===== config.mk =====
export PLATFORM = sky130hd
export DESIGN_NAME = scss_status_bank
export DESIGN_NICKNAME = d
export VERILOG_FILES = /design/src/design/scss_line_sync.v /design/src/design/scss_status_bank.v
export VERILOG_INCLUDE_DIRS = /design/src /design/src/design
export SDC_FILE = /design/constraint.sdc
export NUM_CORES = 1
export LEC_CHECK = 0
export BUFFER_PORTS_ARGS = -buffer_cell sky130_fd_sc_hd__buf_2
export CAP_MARGIN = 10
export CORE_UTILIZATION = 50
export DETAILED_ROUTE_END_ITERATION = 6
export PLACE_DENSITY_LB_ADDON = 0.15
export SKIP_LAST_GASP = 1
export SYNTH_ARGS = -nofsm -noshare
export SYNTH_HDL_FRONTEND = slang
export SYNTH_SLANG_ARGS = --single-unit

===== constraint.sdc =====
create_clock -name clk -period 5.8 [get_ports clk]
set_clock_uncertainty 0.1 [all_clocks]
set_input_delay 0.58 -clock clk [delete_from_list [all_inputs] [get_ports clk]]
set_output_delay 0.58 -clock clk [all_outputs]
set_load 0.03 [all_outputs]

===== src/design/scss_map.vh =====
// register offsets, field positions, codes and timing constants for the serial channel status bank
// Overview of operation
// - config word bit0 linked, bit1 eight data bits, bit2 parity on, bit3 even parity
// - config word bit4 two stop bits, bit5 sum check, bit6 online change, bit7 modify
// - bits 8-11 hold baud code per table, 50 bps is f; bits 12-15 read zero
// - 230400 bps code accepted on channel one only
// - protocol code 0 to 9, e and f; other values not accepted
// - host station number 0 to 31 identifies the module on the command protocol
// - sampled control line states per channel readable at 254h and 264h
// - rts and dtr outputs driven by device logic, not by controller writes
// - stored line status lags the real line by at most 100 ms
`ifndef SCSS_MAP_VH
`define SCSS_MAP_VH

`define SCSS_ADDR_CH1_LINE 12'h254
`define SCSS_ADDR_CH2_LINE 12'h264
`define SCSS_ADDR_CH1_CFG 12'h2a0
`define SCSS_ADDR_CH1_PROT 12'h2a1
`define SCSS_ADDR_CH2_CFG 12'h2a2
`define SCSS_ADDR_CH2_PROT 12'h2a3
`define SCSS_ADDR_STATION 12'h2a4

`define SCSS_CFG_LINKED 0
`define SCSS_CFG_DATA8 1
`define SCSS_CFG_PARITY 2
`define SCSS_CFG_EVEN 3
`define SCSS_CFG_STOP2 4
`define SCSS_CFG_SUM 5
`define SCSS_CFG_ONLINE 6
`define SCSS_CFG_MODIFY 7
`define SCSS_CFG_BAUD_LSB 8
`define SCSS_CFG_BAUD_MSB 11

`define SCSS_BAUD_MAX_LOW 4'hb
`define SCSS_BAUD_230400 4'hc
`define SCSS_BAUD_50 4'hf
`define SCSS_PROT_MAX_STD 4'h9
`define SCSS_PROT_ROMTEST 4'he
`define SCSS_PROT_LOOPBACK 4'hf
`define SCSS_STATION_MAX 5'h1f

`define SCSS_LINE_RTS 0
`define SCSS_LINE_DSR 1
`define SCSS_LINE_DTR 2
`define SCSS_LINE_DCD 3
`define SCSS_LINE_CTS 4
`define SCSS_LINE_RI 5

`define SCSS_CFG_RESET 16'h0000
`define SCSS_PROT_RESET 4'h0
`define SCSS_STATION_RESET 5'h00
`define SCSS_LINE_RESET 6'h00

`define SCSS_LAG_MAX_MS 100
`define SCSS_CLK_MHZ 200
`define SCSS_REFRESH_MS 10
`define SCSS_REFRESH_CYC (`SCSS_REFRESH_MS * `SCSS_CLK_MHZ * 1000)
`define SCSS_LAG_MAX_CYC (`SCSS_LAG_MAX_MS * `SCSS_CLK_MHZ * 1000)
`define SCSS_SYNC_CYC 5

`endif


===== src/design/scss_line_sync.v =====
// three-stage synchroniser with agreement filter for one channel's control lines
`timescale 1ns/1ps
`default_nettype none
module scss_line_sync #(
  parameter WIDTH = 4
) (
  input wire clk,
  input wire rstn,
  input wire ce,
  input wire [WIDTH-1:0] pin_in,
  output reg [WIDTH-1:0] level_out
);
  reg [WIDTH-1:0] s1_r;
  reg [WIDTH-1:0] s2_r;
  reg [WIDTH-1:0] s3_r;

  // a change counts once the second and third stages agree
  always @(posedge clk or negedge rstn) begin
    if (!rstn) begin
      s1_r <= {WIDTH{1'b0}};
      s2_r <= {WIDTH{1'b0}};
      s3_r <= {WIDTH{1'b0}};
      level_out <= {WIDTH{1'b0}};
    end else if (ce) begin
      s1_r <= pin_in;
      s2_r <= s1_r;
      s3_r <= s2_r;
      level_out <= (s2_r & s3_r) | (level_out & (s2_r | s3_r));
    end
  end
endmodule // scss_line_sync
`default_nettype wire


===== src/design/scss_status_bank.v =====
// read-only status bank: line settings, protocol codes, station number, control line status
`timescale 1ns/1ps
`default_nettype none
`include "scss_map.vh"
module scss_status_bank #(
  parameter REFRESH_CYC = `SCSS_REFRESH_CYC
) (
  input wire clk,
  input wire rstn,
  input wire ce,
  // settings presented by the module's switch/setting logic
  input wire set_load,
  input wire [15:0] ch1_cfg_in,
  input wire [15:0] ch2_cfg_in,
  input wire [3:0] ch1_prot_in,
  input wire [3:0] ch2_prot_in,
  input wire [4:0] station_in,
  // handshake lines driven by device firmware
  input wire ch1_rts_req,
  input wire ch1_dtr_req,
  input wire ch2_rts_req,
  input wire ch2_dtr_req,
  // rs-232 input pins
  input wire ch1_dsr_pin,
  input wire ch1_dcd_pin,
  input wire ch1_cts_pin,
  input wire ch1_ri_pin,
  input wire ch2_dsr_pin,
  input wire ch2_dcd_pin,
  input wire ch2_cts_pin,
  input wire ch2_ri_pin,
  // buffer memory read port
  input wire rd_en,
  input wire [11:0] rd_addr,
  output reg [15:0] rd_data,
  output reg rd_valid,
  output reg rd_hit,
  // rs-232 output pins, then the settings refusal flag
  output reg ch1_request_to_send_out,
  output reg ch1_dte_ready_out,
  output reg ch2_request_to_send_out,
  output reg ch2_dte_ready_out,
  output reg set_reject
);

  ////////////////////////////////////////////////////////////////////////////
  // checks

  // rate code legal for the channel: the table codes, 50 bps, and the fastest code on ch1 only
  function cfg_ok;
    input [15:0] cfg;
    input ch1;
    reg [3:0] b;
    begin
      b = cfg[`SCSS_CFG_BAUD_MSB:`SCSS_CFG_BAUD_LSB];
      cfg_ok = (b <= `SCSS_BAUD_MAX_LOW) || (b == `SCSS_BAUD_50) ||
               ((b == `SCSS_BAUD_230400) && ch1);
    end
  endfunction

  // protocol codes a to d are undefined and refuse the load
  function prot_ok;
    input [3:0] p;
    begin
      prot_ok = (p <= `SCSS_PROT_MAX_STD) || (p == `SCSS_PROT_ROMTEST) ||
                (p == `SCSS_PROT_LOOPBACK);
    end
  endfunction

  // flag and rate fields pass unchanged, the system nibble always reads zero
  function [15:0] clean_cfg;
    input [15:0] cfg;
    begin
      clean_cfg = {4'h0, cfg[`SCSS_CFG_BAUD_MSB:0]};
    end
  endfunction

  ////////////////////////////////////////////////////////////////////////////
  // setting registers

  reg [15:0] ch1_line_settings_r;
  reg [15:0] ch2_line_settings_r;
  reg [3:0] ch1_protocol_select_r;
  reg [3:0] ch2_protocol_select_r;
  reg [4:0] host_station_number_r;
  reg [15:0] ch1_line_settings_nxt;
  reg [15:0] ch2_line_settings_nxt;
  reg [3:0] ch1_protocol_select_nxt;
  reg [3:0] ch2_protocol_select_nxt;
  reg [4:0] host_station_number_nxt;
  reg set_reject_nxt;
  wire ch1_cfg_good;
  wire ch2_cfg_good;
  wire ch1_prot_good;
  wire ch2_prot_good;
  wire set_good;

  // the fastest rate code is legal on the first channel only
  assign ch1_cfg_good = cfg_ok(ch1_cfg_in, 1'b1);
  assign ch2_cfg_good = cfg_ok(ch2_cfg_in, 1'b0);
  assign ch1_prot_good = prot_ok(ch1_prot_in);
  assign ch2_prot_good = prot_ok(ch2_prot_in);
  // one bad field refuses the whole load
  assign set_good = ch1_cfg_good & ch2_cfg_good & ch1_prot_good & ch2_prot_good;

  ////////////////////////////////////////////////////////////////////////////
  // setting registers: next state

  always @* begin
    ch1_line_settings_nxt = ch1_line_settings_r;
    ch2_line_settings_nxt = ch2_line_settings_r;
    ch1_protocol_select_nxt = ch1_protocol_select_r;
    ch2_protocol_select_nxt = ch2_protocol_select_r;
    host_station_number_nxt = host_station_number_r;
    set_reject_nxt = set_reject;
    if (set_load) begin
      set_reject_nxt = ~set_good;
      if (set_good) begin
        ch1_line_settings_nxt = clean_cfg(ch1_cfg_in);
        ch2_line_settings_nxt = clean_cfg(ch2_cfg_in);
        ch1_protocol_select_nxt = ch1_prot_in;
        ch2_protocol_select_nxt = ch2_prot_in;
        host_station_number_nxt = station_in;
      end
    end
  end

  ////////////////////////////////////////////////////////////////////////////
  // setting registers: storage

  always @(posedge clk or negedge rstn) begin
    if (!rstn) begin
      ch1_line_settings_r <= `SCSS_CFG_RESET;
      ch2_line_settings_r <= `SCSS_CFG_RESET;
      ch1_protocol_select_r <= `SCSS_PROT_RESET;
      ch2_protocol_select_r <= `SCSS_PROT_RESET;
      host_station_number_r <= `SCSS_STATION_RESET;
      set_reject <= 1'b0;
    end else if (ce) begin
      ch1_line_settings_r <= ch1_line_settings_nxt;
      ch2_line_settings_r <= ch2_line_settings_nxt;
      ch1_protocol_select_r <= ch1_protocol_select_nxt;
      ch2_protocol_select_r <= ch2_protocol_select_nxt;
      host_station_number_r <= host_station_number_nxt;
      set_reject <= set_reject_nxt;
    end
  end

  ////////////////////////////////////////////////////////////////////////////
  // control line outputs, firmware-owned
  // no read or load path reaches these lines

  always @(posedge clk or negedge rstn) begin
    if (!rstn) begin
      ch1_request_to_send_out <= 1'b0;
      ch1_dte_ready_out <= 1'b0;
      ch2_request_to_send_out <= 1'b0;
      ch2_dte_ready_out <= 1'b0;
    end else if (ce) begin
      ch1_request_to_send_out <= ch1_rts_req;
      ch1_dte_ready_out <= ch1_dtr_req;
      ch2_request_to_send_out <= ch2_rts_req;
      ch2_dte_ready_out <= ch2_dtr_req;
    end
  end

  ////////////////////////////////////////////////////////////////////////////
  // input line synchronisers
  // pins packed as ri, cts, dcd, dsr to match the status word packing

  wire [3:0] ch1_in_sync;
  wire [3:0] ch2_in_sync;

  scss_line_sync #(.WIDTH(4)) u_sync1 (
    .clk(clk),
    .rstn(rstn),
    .ce(ce),
    .pin_in({ch1_ri_pin, ch1_cts_pin, ch1_dcd_pin, ch1_dsr_pin}),
    .level_out(ch1_in_sync)
  );

  scss_line_sync #(.WIDTH(4)) u_sync2 (
    .clk(clk),
    .rstn(rstn),
    .ce(ce),
    .pin_in({ch2_ri_pin, ch2_cts_pin, ch2_dcd_pin, ch2_dsr_pin}),
    .level_out(ch2_in_sync)
  );

  ////////////////////////////////////////////////////////////////////////////
  // periodic refresh of the status words

  // the period in use is capped so that any parameter value still meets the lag bound
  localparam PERIOD_MAX = `SCSS_LAG_MAX_CYC - `SCSS_SYNC_CYC;
  localparam PERIOD_CYC = (REFRESH_CYC < 1) ? 1 :
                          (REFRESH_CYC > PERIOD_MAX) ? PERIOD_MAX : REFRESH_CYC;
  // counter end value, kept at the counter's width
  localparam [31:0] LAST_CNT = PERIOD_CYC - 1;

  reg [31:0] refresh_cnt_r;
  reg [31:0] refresh_cnt_nxt;
  reg [5:0] ch1_line_status_r;
  reg [5:0] ch2_line_status_r;
  reg [5:0] ch1_line_status_nxt;
  reg [5:0] ch2_line_status_nxt;
  wire refresh_tick;

  assign refresh_tick = (refresh_cnt_r == LAST_CNT);

  // bit order of the status word; bits 6-15 stay zero
  function [5:0] pack_lines;
    input rts;
    input dtr;
    input [3:0] ins;
    begin
      pack_lines = 6'h00;
      pack_lines[`SCSS_LINE_RTS] = rts;
      pack_lines[`SCSS_LINE_DSR] = ins[0];
      pack_lines[`SCSS_LINE_DTR] = dtr;
      pack_lines[`SCSS_LINE_DCD] = ins[1];
      pack_lines[`SCSS_LINE_CTS] = ins[2];
      pack_lines[`SCSS_LINE_RI] = ins[3];
    end
  endfunction

  // the status words take a fresh sample once per period, within the lag bound
  always @* begin
    refresh_cnt_nxt = refresh_cnt_r + 32'h0000_0001;
    ch1_line_status_nxt = ch1_line_status_r;
    ch2_line_status_nxt = ch2_line_status_r;
    if (refresh_tick) begin
      refresh_cnt_nxt = 32'h0000_0000;
      ch1_line_status_nxt = pack_lines(ch1_request_to_send_out, ch1_dte_ready_out, ch1_in_sync);
      ch2_line_status_nxt = pack_lines(ch2_request_to_send_out, ch2_dte_ready_out, ch2_in_sync);
    end
  end

  ////////////////////////////////////////////////////////////////////////////
  // periodic refresh: timer and status word storage

  always @(posedge clk or negedge rstn) begin
    if (!rstn) begin
      refresh_cnt_r <= 32'h0000_0000;
      ch1_line_status_r <= `SCSS_LINE_RESET;
      ch2_line_status_r <= `SCSS_LINE_RESET;
    end else if (ce) begin
      refresh_cnt_r <= refresh_cnt_nxt;
      ch1_line_status_r <= ch1_line_status_nxt;
      ch2_line_status_r <= ch2_line_status_nxt;
    end
  end

  ////////////////////////////////////////////////////////////////////////////
  // buffer memory read port

  reg [15:0] rd_mux;
  reg rd_map;
  reg [15:0] rd_data_nxt;
  reg rd_valid_nxt;
  reg rd_hit_nxt;

  // unmapped addresses answer zero with the hit flag low
  always @* begin
    rd_mux = 16'h0000;
    rd_map = 1'b1;
    case (rd_addr)
      `SCSS_ADDR_CH1_LINE: rd_mux = {10'h000, ch1_line_status_r};
      `SCSS_ADDR_CH2_LINE: rd_mux = {10'h000, ch2_line_status_r};
      `SCSS_ADDR_CH1_CFG: rd_mux = ch1_line_settings_r;
      `SCSS_ADDR_CH1_PROT: rd_mux = {12'h000, ch1_protocol_select_r};
      `SCSS_ADDR_CH2_CFG: rd_mux = ch2_line_settings_r;
      `SCSS_ADDR_CH2_PROT: rd_mux = {12'h000, ch2_protocol_select_r};
      `SCSS_ADDR_STATION: rd_mux = {11'h000, host_station_number_r};
      default: rd_map = 1'b0;
    endcase
  end

  // rd_data keeps the last answer, so a slow reader still finds it after the strobe
  always @* begin
    rd_data_nxt = rd_data;
    rd_valid_nxt = rd_en;
    rd_hit_nxt = rd_en & rd_map;
    if (rd_en) begin
      rd_data_nxt = rd_mux;
    end
  end

  ////////////////////////////////////////////////////////////////////////////
  // buffer memory read port: answer registers

  always @(posedge clk or negedge rstn) begin
    if (!rstn) begin
      rd_data <= 16'h0000;
      rd_valid <= 1'b0;
      rd_hit <= 1'b0;
    end else if (ce) begin
      rd_data <= rd_data_nxt;
      rd_valid <= rd_valid_nxt;
      rd_hit <= rd_hit_nxt;
    end
  end
endmodule // scss_status_bank
`default_nettype wire


==> run summary, run 1 <==
outcome = finished with violations
violations in the final reports = design-rule violations
total inserted antenna cells = 0
Critical Path End = ch2_line_status_r[1]
clock group share of total power = 45.2%
global router's overall resource usage = 20.88%
fraction of synthesis flops using an asynchronous set or reset pin = 100.0%
Final Slew Violations = 0
fillers = 950
switching part of the total power = 24.01%
power density cells = 369.9 nW/um^2
Std-Cell Rows = 39
cts hold-fix bufs = 0
worst reg2reg path endpoint = ch2_line_status_r[1]
starting DRC count in detailed routing = 300
ratio of final minimum period to clock period = 46.14%
Max FO, Critical Path = 64
maximum number of pins on one net before global-route repair = 70
post-route setup TNS = 0 ns
Num CTS Buffers = 17
worst-case hold slack = 0.1826 ns
wire length after detailed routing = 11680 um
worst setup slack after placement = 2.683 ns
area of the die = 12350 um^2
leading cell type in the layout, fill and taps excluded = sky130_fd_sc_hd__dfrtp_1
area of the core region = 11520 um^2
final std cell area, no fill = 7082 um^2
die width = 111.1 um
final layout net count = 649
count of placed standard cells including taps = 698
Finished Layout Cells = 730
via count of the first global-routing pass = 4003
Final Hold Vio Count = 0
number of flip-flops and latches in the synthesized netlist = 132
sw power = 0.6289 mW
clock sink count = 132
Remaining DRCs = 9
unrepaired setup endpoints after global routing = false
Seq/Total Area, Yosys = 55.47%
Final min period = 2.676 ns
utilization after layout = 61.50%
Worst Max-Slew Pin Slew = 0.8593 ns
distinct cell type count after synthesis = 49
flip-flop cell with the highest count after synthesis = sky130_fd_sc_hd__dfrtp_1
CTS-repair resized insts = 0
Overall Power = 2.619 mW
category of the critical setup timing path = primary input to register
number of ports placed on the die boundary = 97
count of yosys warnings during synthesis = 0
number of buffers added on ports = 84
reg2reg setup slack = 3.34 ns
Clk pin slew, worst setup/hold paths = 0.06 ns
via/cell ratio = 5.452
Power Internal = 1.990 mW
DR pass1 iterations = 7
data arrival time of the critical path = 2.87 ns
drt wl/cell = 16.00 um
die outline height = 111.1 um
half-perimeter wire length after placement = 7800 um
final antenna-violating net count = 0
Bufs on Longest Clock Path = 2
post-synthesis instance total = 495
least setup slack across all paths after layout = 3.124 ns
ranking of synthesized cells by area = sky130_fd_sc_hd__dfrtp_1, sky130_fd_sc_hd__mux2_2, sky130_fd_sc_hd__mux2_1
initial core utilization = 51.71%
CP Launch Type = primary input
reg-to-reg startpoint = refresh_cnt_r[3]
total of endpoints with negative setup slack in the final report = 0
crit end category = register
wire length of the first global-routing pass = 19930 um
area of the mapped netlist = 5954 um^2
combinational share of power = 10.7%
Critical Path RT = 6.00 ns
synthesized area divided by synthesized cell count = 12.03 um^2
maximum resistive drop on vdd = 241.3 uV
number of setup buffers added after CTS = 0
antenna violations before repair = 0
Root Buffer Master = sky130_fd_sc_hd__clkbuf_16
timing-limited maximum frequency = 0.3737 GHz
area share of the largest cell type after synthesis = 55.47%
Cell Area, Placed = 6424 um^2
number of H-tree levels = 4
worst rel slew slack = 42.71%
area growth from synthesis to final layout = 18.93%
later-pin clock latency in the skew report = 0.42 ns
FF-to-FF path depth = 4
reported max-cap violation count = 0
via count of the routed design = 3980
Post-synth EDFFs = 0
clock tree from TritonCTS = done
P_leak = 3.303 nW
post-synth top area cell = sky130_fd_sc_hd__dfrtp_1
share of layout cells above drive strength 1 = 29.47%
power share of the sequential group = 44.0%
gp weighted congestion = 0.7855
startpoint of the worst setup timing path = ce
top library cells by usage in the layout, fill and taps aside = sky130_fd_sc_hd__dfrtp_1, sky130_fd_sc_hd__buf_2, sky130_fd_sc_hd__mux2_2
Worst Hold Class = primary input to async pin
total overflow reported by the global router = 0
==> power by group through the flow <==
stage               Clock [mW]  Sequential, mW  Combinational, mW
detailed placement           0            1.17              0.284
floorplan                    0            1.15              0.199
finish                    1.18            1.15              0.281
CTS                       1.20            1.15              0.286
global route              1.25            1.17              0.319
global placement             0            1.16              0.272
==> routing by layer <==
metal	up-vias	share of wire (%)	track usage [%]
li1	1920	-	-
met2	83	49	33.29
met3	13	3.3	5.741
met5	-	0	0
met4	0	1.5	7.658
met1	1964	46	27.37
==> critical path: stages <==
cell                     delay, ns
sky130_fd_sc_hd__buf_2        0.08
sky130_fd_sc_hd__buf_4        0.53
sky130_fd_sc_hd__and4_1       0.48
sky130_fd_sc_hd__and3_1       0.77
sky130_fd_sc_hd__mux2_1       0.39
==> flip-flops by register name, indices dropped and copies added (netlist names), 4 cells and up <==
register               count
refresh_cnt_r             32
ch1_line_settings_r       12
ch2_line_settings_r       12
rd_data                   12
ch1_line_status_r          6
ch2_line_status_r          6
host_station_number_r      5
ch1_protocol_select_r      4
ch2_protocol_select_r      4
u_sync1.level_out          4
u_sync1.s1_r               4
u_sync1.s2_r               4
u_sync1.s3_r               4
u_sync2.level_out          4
u_sync2.s1_r               4
u_sync2.s2_r               4
u_sync2.s3_r               4
==> kinds of logic (layout without fill, tap and decap cells) <==
family                   count (synthesis)  in the layout  synth area share, %
AO/OA/AOI/OAI                           71             71                7.208
XOR/XNOR                                27             27                3.971
adder cells (fa/ha/maj)                  1              1               0.2101
buffers and inverters                   38            127                3.299
flip-flops                             132            132                55.47
multiplexers                            92             92                17.50
other                                    1              4              0.06298
AND/OR/NAND/NOR                        133            133                12.27
==> worst min-delay path by stage <==
stage,slack [ns],to,cells after the start,startpoint
after floorplan,0.18,ch1_dte_ready_out,0,rstn
after global placement,0.36,rd_data[9],2,rd_data[9]
after detailed placement,0.36,refresh_cnt_r[31],1,refresh_cnt_r[31]
after CTS,0.21,ch2_line_settings_r[10],1,rstn
after global routing,0.25,refresh_cnt_r[5],1,rstn
final,0.18,refresh_cnt_r[30],1,rstn
==> layout make-up <==
| type | count | area, um^2 | share of cell area [%] |
|---|---|---|---|
| flip-flops and latches | 132 | 3303 | 46.64 |
| multi-input cells | 328 | 2466 | 34.82 |
| clock buffers | 20 | 456.7 | 6.449 |
| repair buffers | 87 | 445.4 | 6.290 |
| clock inverters | 12 | 201.4 | 2.845 |
| well taps | 143 | 178.9 | 2.527 |
| inverters | 8 | 30.03 | 0.4240 |
==> synthesized netlist by cell type, drive strengths merged (2+ instances only) <==
cell type,instances
a22o,2
o21ai,19
a21oi,24
nand2b,9
nand2,28
and3,7
inv,8
nor4b,5
dfrtp,132
a22oi,10
nor2b,4
a41oi,2
mux2,79
and4,6
nor3,8
or3,2
mux2i,13
xnor2,9
nand3,21
nand4,7
buf,23
clkbuf,7
xor2,18
o22ai,4
a31oi,5
nor4,2
nor2,28
Power figures use the tool's default switching activity.
==> inputs of run 2 (changes only) <==
--- a/config.mk
+++ b/config.mk
@@ -6,6 +6,7 @@
 export SDC_FILE = /design/constraint.sdc
 export NUM_CORES = 1
 export LEC_CHECK = 0
+export ABC_AREA = 1
 export BUFFER_PORTS_ARGS = -buffer_cell sky130_fd_sc_hd__buf_2
 export CAP_MARGIN = 10
 export CORE_UTILIZATION = 50
==> constraint.sdc (replaced) <==
create_clock -name clk -period 2.8 [get_ports clk]
set_clock_uncertainty 0.1 [all_clocks]
set_input_delay 0.28 -clock clk [delete_from_list [all_inputs] [get_ports clk]]
set_output_delay 0.28 -clock clk [all_outputs]
set_load 0.03 [all_outputs]
==> run summary, run 2 <==
outcome = finished, final reports clean
initial core utilization = 51.80% (+0.094 points)
number of ports placed on the die boundary = 97 (unchanged)
Bufs on Longest Clock Path = 2 (unchanged)
later-pin clock latency in the skew report = 0.42 ns (about the same)
via count of the first global-routing pass = 5304 (+33%)
post-route setup TNS = 0 ns (unchanged)
share of layout cells above drive strength 1 = 15.18% (-14 points)
number of buffer and inverter instances along the worst setup path = 1 (-1)
total of endpoints with negative setup slack in the final report = 0 (unchanged)
Final min period = 1.942 ns
number of buffers added on ports = 84 (unchanged)
ranking of synthesized cells by area = sky130_fd_sc_hd__dfrtp_1, sky130_fd_sc_hd__nand2_1, sky130_fd_sc_hd__nand3_1
area of the die = 13640 um^2 (+10%)
top library cells by usage in the layout, fill and taps aside = sky130_fd_sc_hd__nand2_1, sky130_fd_sc_hd__dfrtp_1, sky130_fd_sc_hd__buf_2
reported max-cap violation count = 0 (unchanged)
die outline height = 116.8 um (+5.1%)
fraction of synthesis flops using an asynchronous set or reset pin = 100.0% (unchanged)
Root Buffer Master = sky130_fd_sc_hd__clkbuf_16
post-synth top area cell = sky130_fd_sc_hd__dfrtp_1
via count of the routed design = 5737 (+44%)
unrepaired setup endpoints after global routing = false
via/cell ratio = 4.916 (-9.8%)
Final Hold Vio Count = 0 (unchanged)
timing-limited maximum frequency = 0.5151 GHz
final std cell area, no fill = 8133 um^2 (+15%)
gp weighted congestion = 0.9492 (+21%)
number of setup buffers added after CTS = 0 (unchanged)
count of yosys warnings during synthesis = 0 (unchanged)
ranking of synthesized cells by instance count = sky130_fd_sc_hd__nand2_1, sky130_fd_sc_hd__dfrtp_1, sky130_fd_sc_hd__inv_1
clock tree from TritonCTS = done
wire length of the first global-routing pass = 25560 um (+28%)
worst setup slack after placement = 0.7925 ns (-1.891 ns)
Max FO, Critical Path = 5 (-92%)
least setup slack across all paths after layout = 0.8585 ns (-2.265 ns)
maximum number of pins on one net before global-route repair = 63 (-10%)
area growth from synthesis to final layout = 23.41%
Clk pin slew, worst setup/hold paths = 0.06 ns (about the same)
drt wl/cell = 13.35 um (-17%)
Worst Hold Class = primary input to register
cell-by-cell trace of the critical path = ha_1 > nand2_1 > nor2_1 > nand2_1 > inv_1 > nand3_1 > nor3_1 > nor2_1
half-perimeter wire length after placement = 10110 um (+30%)
crit end category = register
Remaining DRCs = 0 (-9)
reg2reg setup slack = 0.86 ns (-2.48 ns)
starting DRC count in detailed routing = 499 (+66%)
Cell Area, Placed = 7132 um^2 (+11%)
power density cells = 632.7 nW/um^2 (+71%)
ratio of final minimum period to clock period = 69.34%
Critical Path RT = 2.98 ns (-3.02 ns)
Overall Power = 5.146 mW (+96%)
total overflow reported by the global router = 0 (unchanged)
area of the mapped netlist = 6590 um^2 (+11%)
most repeated cell in the gate-level netlist after synthesis = sky130_fd_sc_hd__nand2_1
Std-Cell Rows = 41 (+5.1%)
final antenna-violating net count = 0 (unchanged)
die width = 116.8 um (+5.1%)
DR pass1 iterations = 5 (-2)
Final Slew Violations = 0 (unchanged)
Seq/Total Area, Yosys = 50.12% (-5.4 points)
clock sink count = 132 (unchanged)
P_leak = 4.344 nW (+31%)
area share of the largest cell type after synthesis = 50.12% (-5.4 points)
register with the most flip-flops = refresh_cnt_r
flip-flop cell with the highest count after synthesis = sky130_fd_sc_hd__dfrtp_1
CP top delay family = simple AND/OR/NAND/NOR gates
CP max stage delay = 0.52 ns (-0.25 ns)
leading cell type in the layout, fill and taps excluded = sky130_fd_sc_hd__nand2_1
Num CTS Buffers = 17 (unchanged)
number of H-tree levels = 4 (unchanged)
maximum resistive drop on vdd = 412.2 uV (+71%)
data arrival time of the critical path = 2.12 ns (-0.75 ns)
standard cell with the maximum stage delay on the critical path = sky130_fd_sc_hd__nor3_1
Worst Max-Slew Pin Slew = 0.6546 ns (-0.2048 ns)
wire length after detailed routing = 15580 um (+33%)
number of flip-flops and latches in the synthesized netlist = 132 (unchanged)
final layout net count = 1057 (+63%)
synthesized area divided by synthesized cell count = 7.645 um^2 (-36%)
antenna violations before repair = 0 (unchanged)
post-synthesis instance total = 862 (+74%)
flip-flop count of the largest register, all copies and words added = 32 (unchanged)
utilization after layout = 63.93% (+2.4 points)
total inserted antenna cells = 0 (unchanged)
distinct cell type count after synthesis = 32 (-35%)
CP Launch Type = register
area of the core region = 12720 um^2 (+10%)
Post-synth EDFFs = 0 (unchanged)
worst rel slew slack = 56.02% (+13 points)
global router's overall resource usage = 24.64% (+3.8 points)
category of the critical setup timing path = register to register
run 2: cell types whose count changed after synthesis, sizes merged, moves of 32 or more:
cell   change
inv       +81
o21ai     +32
nand3     +52
nand2    +286
mux2      -79
nor2      +51
run 2: path summary, 6_finish.rpt:
kind	startpoint	cells after the start	endpoint
hold / removal	station_in[2]	3	host_station_number_r[2]
hold reg to reg	rd_data[6]	1	rd_data[6]
min in group asynchronous	rstn	2	rd_data[8]
max in group asynchronous	rstn	3	ch2_protocol_select_r[2]
setup reg to reg	refresh_cnt_r[0]	8	refresh_cnt_r[18]
setup / recovery	refresh_cnt_r[0]	8	refresh_cnt_r[18]
run 2: area by class of cell:
type	count	area [um^2]
clock buffer	20	456.7
clock inverter	12	153.9
fill	1130	4589
inverter	89	336.6
multi-input combinational	611	2781
sequential	132	3303
tap	172	215.2
timing repair buffer	131	885.9
run 2: logic make-up (layout without fill, tap and decap cells):
group / after synthesis / after routing / synth area share, %
flops: 132 / 132 / 50.12
simple gates: 511 / 511 / 33.06
compound gates: 79 / 79 / 6.531
fa+ha+maj: 1 / 1 / 0.1898
buf+inv: 122 / 252 / 7.917
xor+xnor: 16 / 16 / 2.127
other cells: 1 / 4 / 0.05690
run 2: worst register-to-register path, cell delays in order (launching register included):
cell	delay, ns
sky130_fd_sc_hd__dfrtp_1	0.39
sky130_fd_sc_hd__ha_1	0.19
sky130_fd_sc_hd__nand2_1	0.09
sky130_fd_sc_hd__nor2_1	0.12
sky130_fd_sc_hd__nand2_1	0.10
sky130_fd_sc_hd__inv_1	0.10
sky130_fd_sc_hd__nand3_1	0.09
sky130_fd_sc_hd__nor3_1	0.52
sky130_fd_sc_hd__nor2_1	0.11
run 2: report_power, final:
part,total [mW],internal [mW],switching [mW]
sequential,2.31,2.15,0.167
clock,2.30,1.45,0.853
combinational,0.531,0.222,0.310
run 2: what timing repair did:
action,4_1_cts,5_1_grt
endpoints found under the hold margin,61,0
hold buffers,39,0
resized for setup,0,0
run 2: stage by stage:
| step | instances | hold slack, ns |
|---|---|---|
| floorplan | 865 | -0.1156 |
| global placement | 1096 | 0.1150 |
| global route | 1167 | 0.007208 |
| detailed placement | 1096 | 0.1082 |
| finish | 1167 | 0.01044 |
| CTS | 1167 | 0.002922 |
run 2: per-layer routing:
metal	track usage [%]	routed length (um)	vias to the layer above
li1	-	-	2954
met1	33.70	7446	2613
met2	38.90	7168	150
met3	4.995	684	20
met4	9.451	276	0
met5	0	0	-
==> inputs of run 3 (changes only) <==
==> constraint.sdc (replaced) <==
create_clock -name clk -period 1.8 [get_ports clk]
set_clock_uncertainty 0.1 [all_clocks]
set_input_delay 0.18 -clock clk [delete_from_list [all_inputs] [get_ports clk]]
set_output_delay 0.18 -clock clk [all_outputs]
set_load 0.03 [all_outputs]
==> run summary, run 3 (synthesis results as in run 2) <==
maximum resistive drop on vdd = 715.1 uV (+73%)
total inserted antenna cells = 0 (unchanged)
area of the die = 13640 um^2 (unchanged)
highest routed metal layer = met4
via count of the routed design = 5913 (+3.1%)
flip-flop count of the largest register, all copies and words added = 32 (unchanged)
cell depth of the worst min-delay path = 3 (unchanged)
P_leak = 4.532 nW (+4.3%)
drt wl/cell = 13.20 um (-1.1%)
Final Hold Vio Count = 0 (unchanged)
fillers = 1093 (-3.3%)
Final Slew Violations = 0 (unchanged)
power density cells = 928.4 nW/um^2 (+47%)
unrepaired setup endpoints after global routing = true
area of the core region = 12720 um^2 (unchanged)
sw power = 2.107 mW (+58%)
power share of the sequential group = 45.5% (+0.5 points)
Reg area = 3303 um^2 (unchanged)
Power Internal = 5.808 mW (+52%)
half-perimeter wire length after placement = 10480 um (+3.6%)
gp weighted congestion = 0.9498 (about the same)
final layout net count = 1092 (+3.3%)
final antenna-violating net count = 0 (unchanged)
outcome = finished with violations
via/cell ratio = 4.919 (about the same)
Remaining DRCs = 0 (unchanged)
clock group share of total power = 43.0% (-1.7 points)
violations in the final reports = negative setup slack
least setup slack across all paths after layout = -0.004279 ns (-0.8628 ns)
detailed-routing wirelength on met1 = 7453 um (about the same)
clock tree from TritonCTS = done
top library cells by usage in the layout, fill and taps aside = sky130_fd_sc_hd__nand2_1, sky130_fd_sc_hd__dfrtp_1, sky130_fd_sc_hd__buf_2
ratio of final minimum period to clock period = 100.2% (+31 points)
global router's overall resource usage = 24.48% (-0.16 points)
starting DRC count in detailed routing = 486 (-2.6%)
data arrival time of the critical path = 2.00 ns (-0.12 ns)
timing-limited maximum frequency = 0.5542 GHz (+7.6%)
worst reg2reg path endpoint = ch2_line_status_r[0]
antenna violations before repair = 0 (unchanged)
category of the critical setup timing path = register to register
total overflow reported by the global router = 0 (unchanged)
via count of the first global-routing pass = 5423 (+2.2%)
combined area of the multi-input logic cells = 2823 um^2 (+1.5%)
number of ports placed on the die boundary = 97 (unchanged)
Root Buffer Master = sky130_fd_sc_hd__clkbuf_16
initial core utilization = 51.80% (unchanged)
Num CTS Buffers = 17 (unchanged)
DR pass1 iterations = 5 (unchanged)
hold path endpoint = refresh_cnt_r[1]
combinational share of power = 11.5% (+1.2 points)
origin of the worst min-delay path = ce
Overall Power = 7.914 mW (+54%)
reported max-cap violation count = 0 (unchanged)
reg-to-reg startpoint = refresh_cnt_r[1]
Clk pin slew, worst setup/hold paths = 0.06 ns (about the same)
number of buffers added on ports = 84 (unchanged)
maximum number of pins on one net before global-route repair = 58 (-7.9%)
total of endpoints with negative setup slack in the final report = 1 (+1)
clock sink count = 132 (unchanged)
CP Launch Type = register
reg2reg setup slack = -0.004 ns (-0.86 ns)
Met2 Routed Length = 7397 um (+3.2%)
later-pin clock latency in the skew report = 0.42 ns (about the same)
Bufs on Longest Clock Path = 2 (unchanged)
share of layout cells above drive strength 1 = 18.06% (+2.9 points)
worst-case hold slack = 0.04887 ns (+0.03843 ns)
crit end category = register
FF-to-FF path depth = 9 (+1)
Final min period = 1.804 ns (-0.1372 ns)
Routed met3 length = 600 um (-12%)
register with the most flip-flops = refresh_cnt_r
Std-Cell Rows = 41 (unchanged)
die width = 116.8 um (unchanged)
Critical Path RT = 1.99 ns (-0.99 ns)
wire length of the first global-routing pass = 25390 um (-0.67%)
leading cell type in the layout, fill and taps excluded = sky130_fd_sc_hd__nand2_1
number of H-tree levels = 4 (unchanged)
die outline height = 116.8 um (unchanged)
wire length after detailed routing = 15870 um (+1.9%)
area growth from synthesis to final layout = 29.35%
switching part of the total power = 26.62% (+0.78 points)
Max FO, Critical Path = 7 (+2)
Worst Hold Class = primary input to register
[run 3: cell types whose count changed in the layout (fill, tap and decap cells not counted), moves of 3 or more]
cell / before / now
sky130_fd_sc_hd__buf_12: 1 / 7
sky130_fd_sc_hd__buf_4: 8 / 24
sky130_fd_sc_hd__dlygate4sd3_1: 39 / 51
sky130_fd_sc_hd__inv_1: 82 / 79
sky130_fd_sc_hd__inv_2: 6 / 9
sky130_fd_sc_hd__nand2_1: 310 / 306
sky130_fd_sc_hd__nand2_2: 4 / 7
[run 3: worst max path at each step]
| stage | from | endpoint | slack [ns] |
|---|---|---|---|
| after global placement | refresh_cnt_r[0] | ch1_line_status_r[0] | 0.02 |
| final | refresh_cnt_r[1] | ch2_line_status_r[0] | -0.004 |
| after detailed placement | refresh_cnt_r[1] | ch1_line_status_r[1] | -0.03 |
| after CTS | refresh_cnt_r[1] | ch1_line_status_r[1] | 0.04 |
| after global routing | refresh_cnt_r[1] | ch2_line_status_r[0] | -0.10 |
| after floorplan | refresh_cnt_r[0] | refresh_cnt_r[18] | 0.23 |
[run 3: area by class of cell]
class | count | area share [%]
Clock buffer | 19 | 5.196
Clock inverter | 13 | 1.556
Inverter | 89 | 3.948
Multi-Input combinational cell | 611 | 33.11
Sequential cell | 132 | 38.75
Tap cell | 172 | 2.525
Timing Repair Buffer | 166 | 14.91
[run 3: layer usage]
layer / vias to the layer above / track usage [%]
met3: 35 / 5.149
met2: 139 / 38.58
met1: 2709 / 32.75
met4: 0 / 11.05
met5: - / 0
li1: 3030 / -
[run 3: critical path, stage by stage (launching register included)]
cell	delay [ns]
sky130_fd_sc_hd__dfrtp_1	0.36
sky130_fd_sc_hd__ha_2	0.21
sky130_fd_sc_hd__nand2_2	0.09
sky130_fd_sc_hd__nor2_4	0.10
sky130_fd_sc_hd__nand4_1	0.10
sky130_fd_sc_hd__nor2_2	0.14
sky130_fd_sc_hd__nand2_4	0.11
sky130_fd_sc_hd__buf_12	0.14
sky130_fd_sc_hd__o21ai_0	0.22
sky130_fd_sc_hd__nand2_1	0.10
[run 3: power by group through the flow]
stage	Clock (mW)	Sequential [mW]	Combinational, mW
6_report	3.40	3.60	0.908
5_1_grt	3.55	3.65	1.05
3_5_place_dp	0	3.64	0.804
3_3_place_gp	0	3.64	0.789
4_1_cts	3.44	3.59	0.893
2_1_floorplan	0	3.60	0.495
[run 3: stage by stage]
step | utilization, % | setup TNS [ns] | cells | setup slack, ns | cell area (um^2)
2_1_floorplan | - | 0 | 865 | 0.2336 | 6601
3_3_place_gp | 57.51 | 0 | 1114 | 0.02060 | 7317
3_5_place_dp | 57.51 | -0.02642 | 1114 | -0.02642 | 7317
4_1_cts | 66.21 | 0 | 1198 | 0.03653 | 8423
5_1_grt | 67.00 | -0.6037 | 1202 | -0.1019 | 8524
6_report | 67.00 | -0.004279 | 1202 | -0.004279 | 8524
[run 3: what timing repair did]
item,in CTS,in global routing
gates cloned,0,1
setup buffers,1,3
pin swaps,1,7
hold buffers,51,0
resized for setup,0,17
setup endpoints to repair,3,19
hold endpoints to repair,182,0
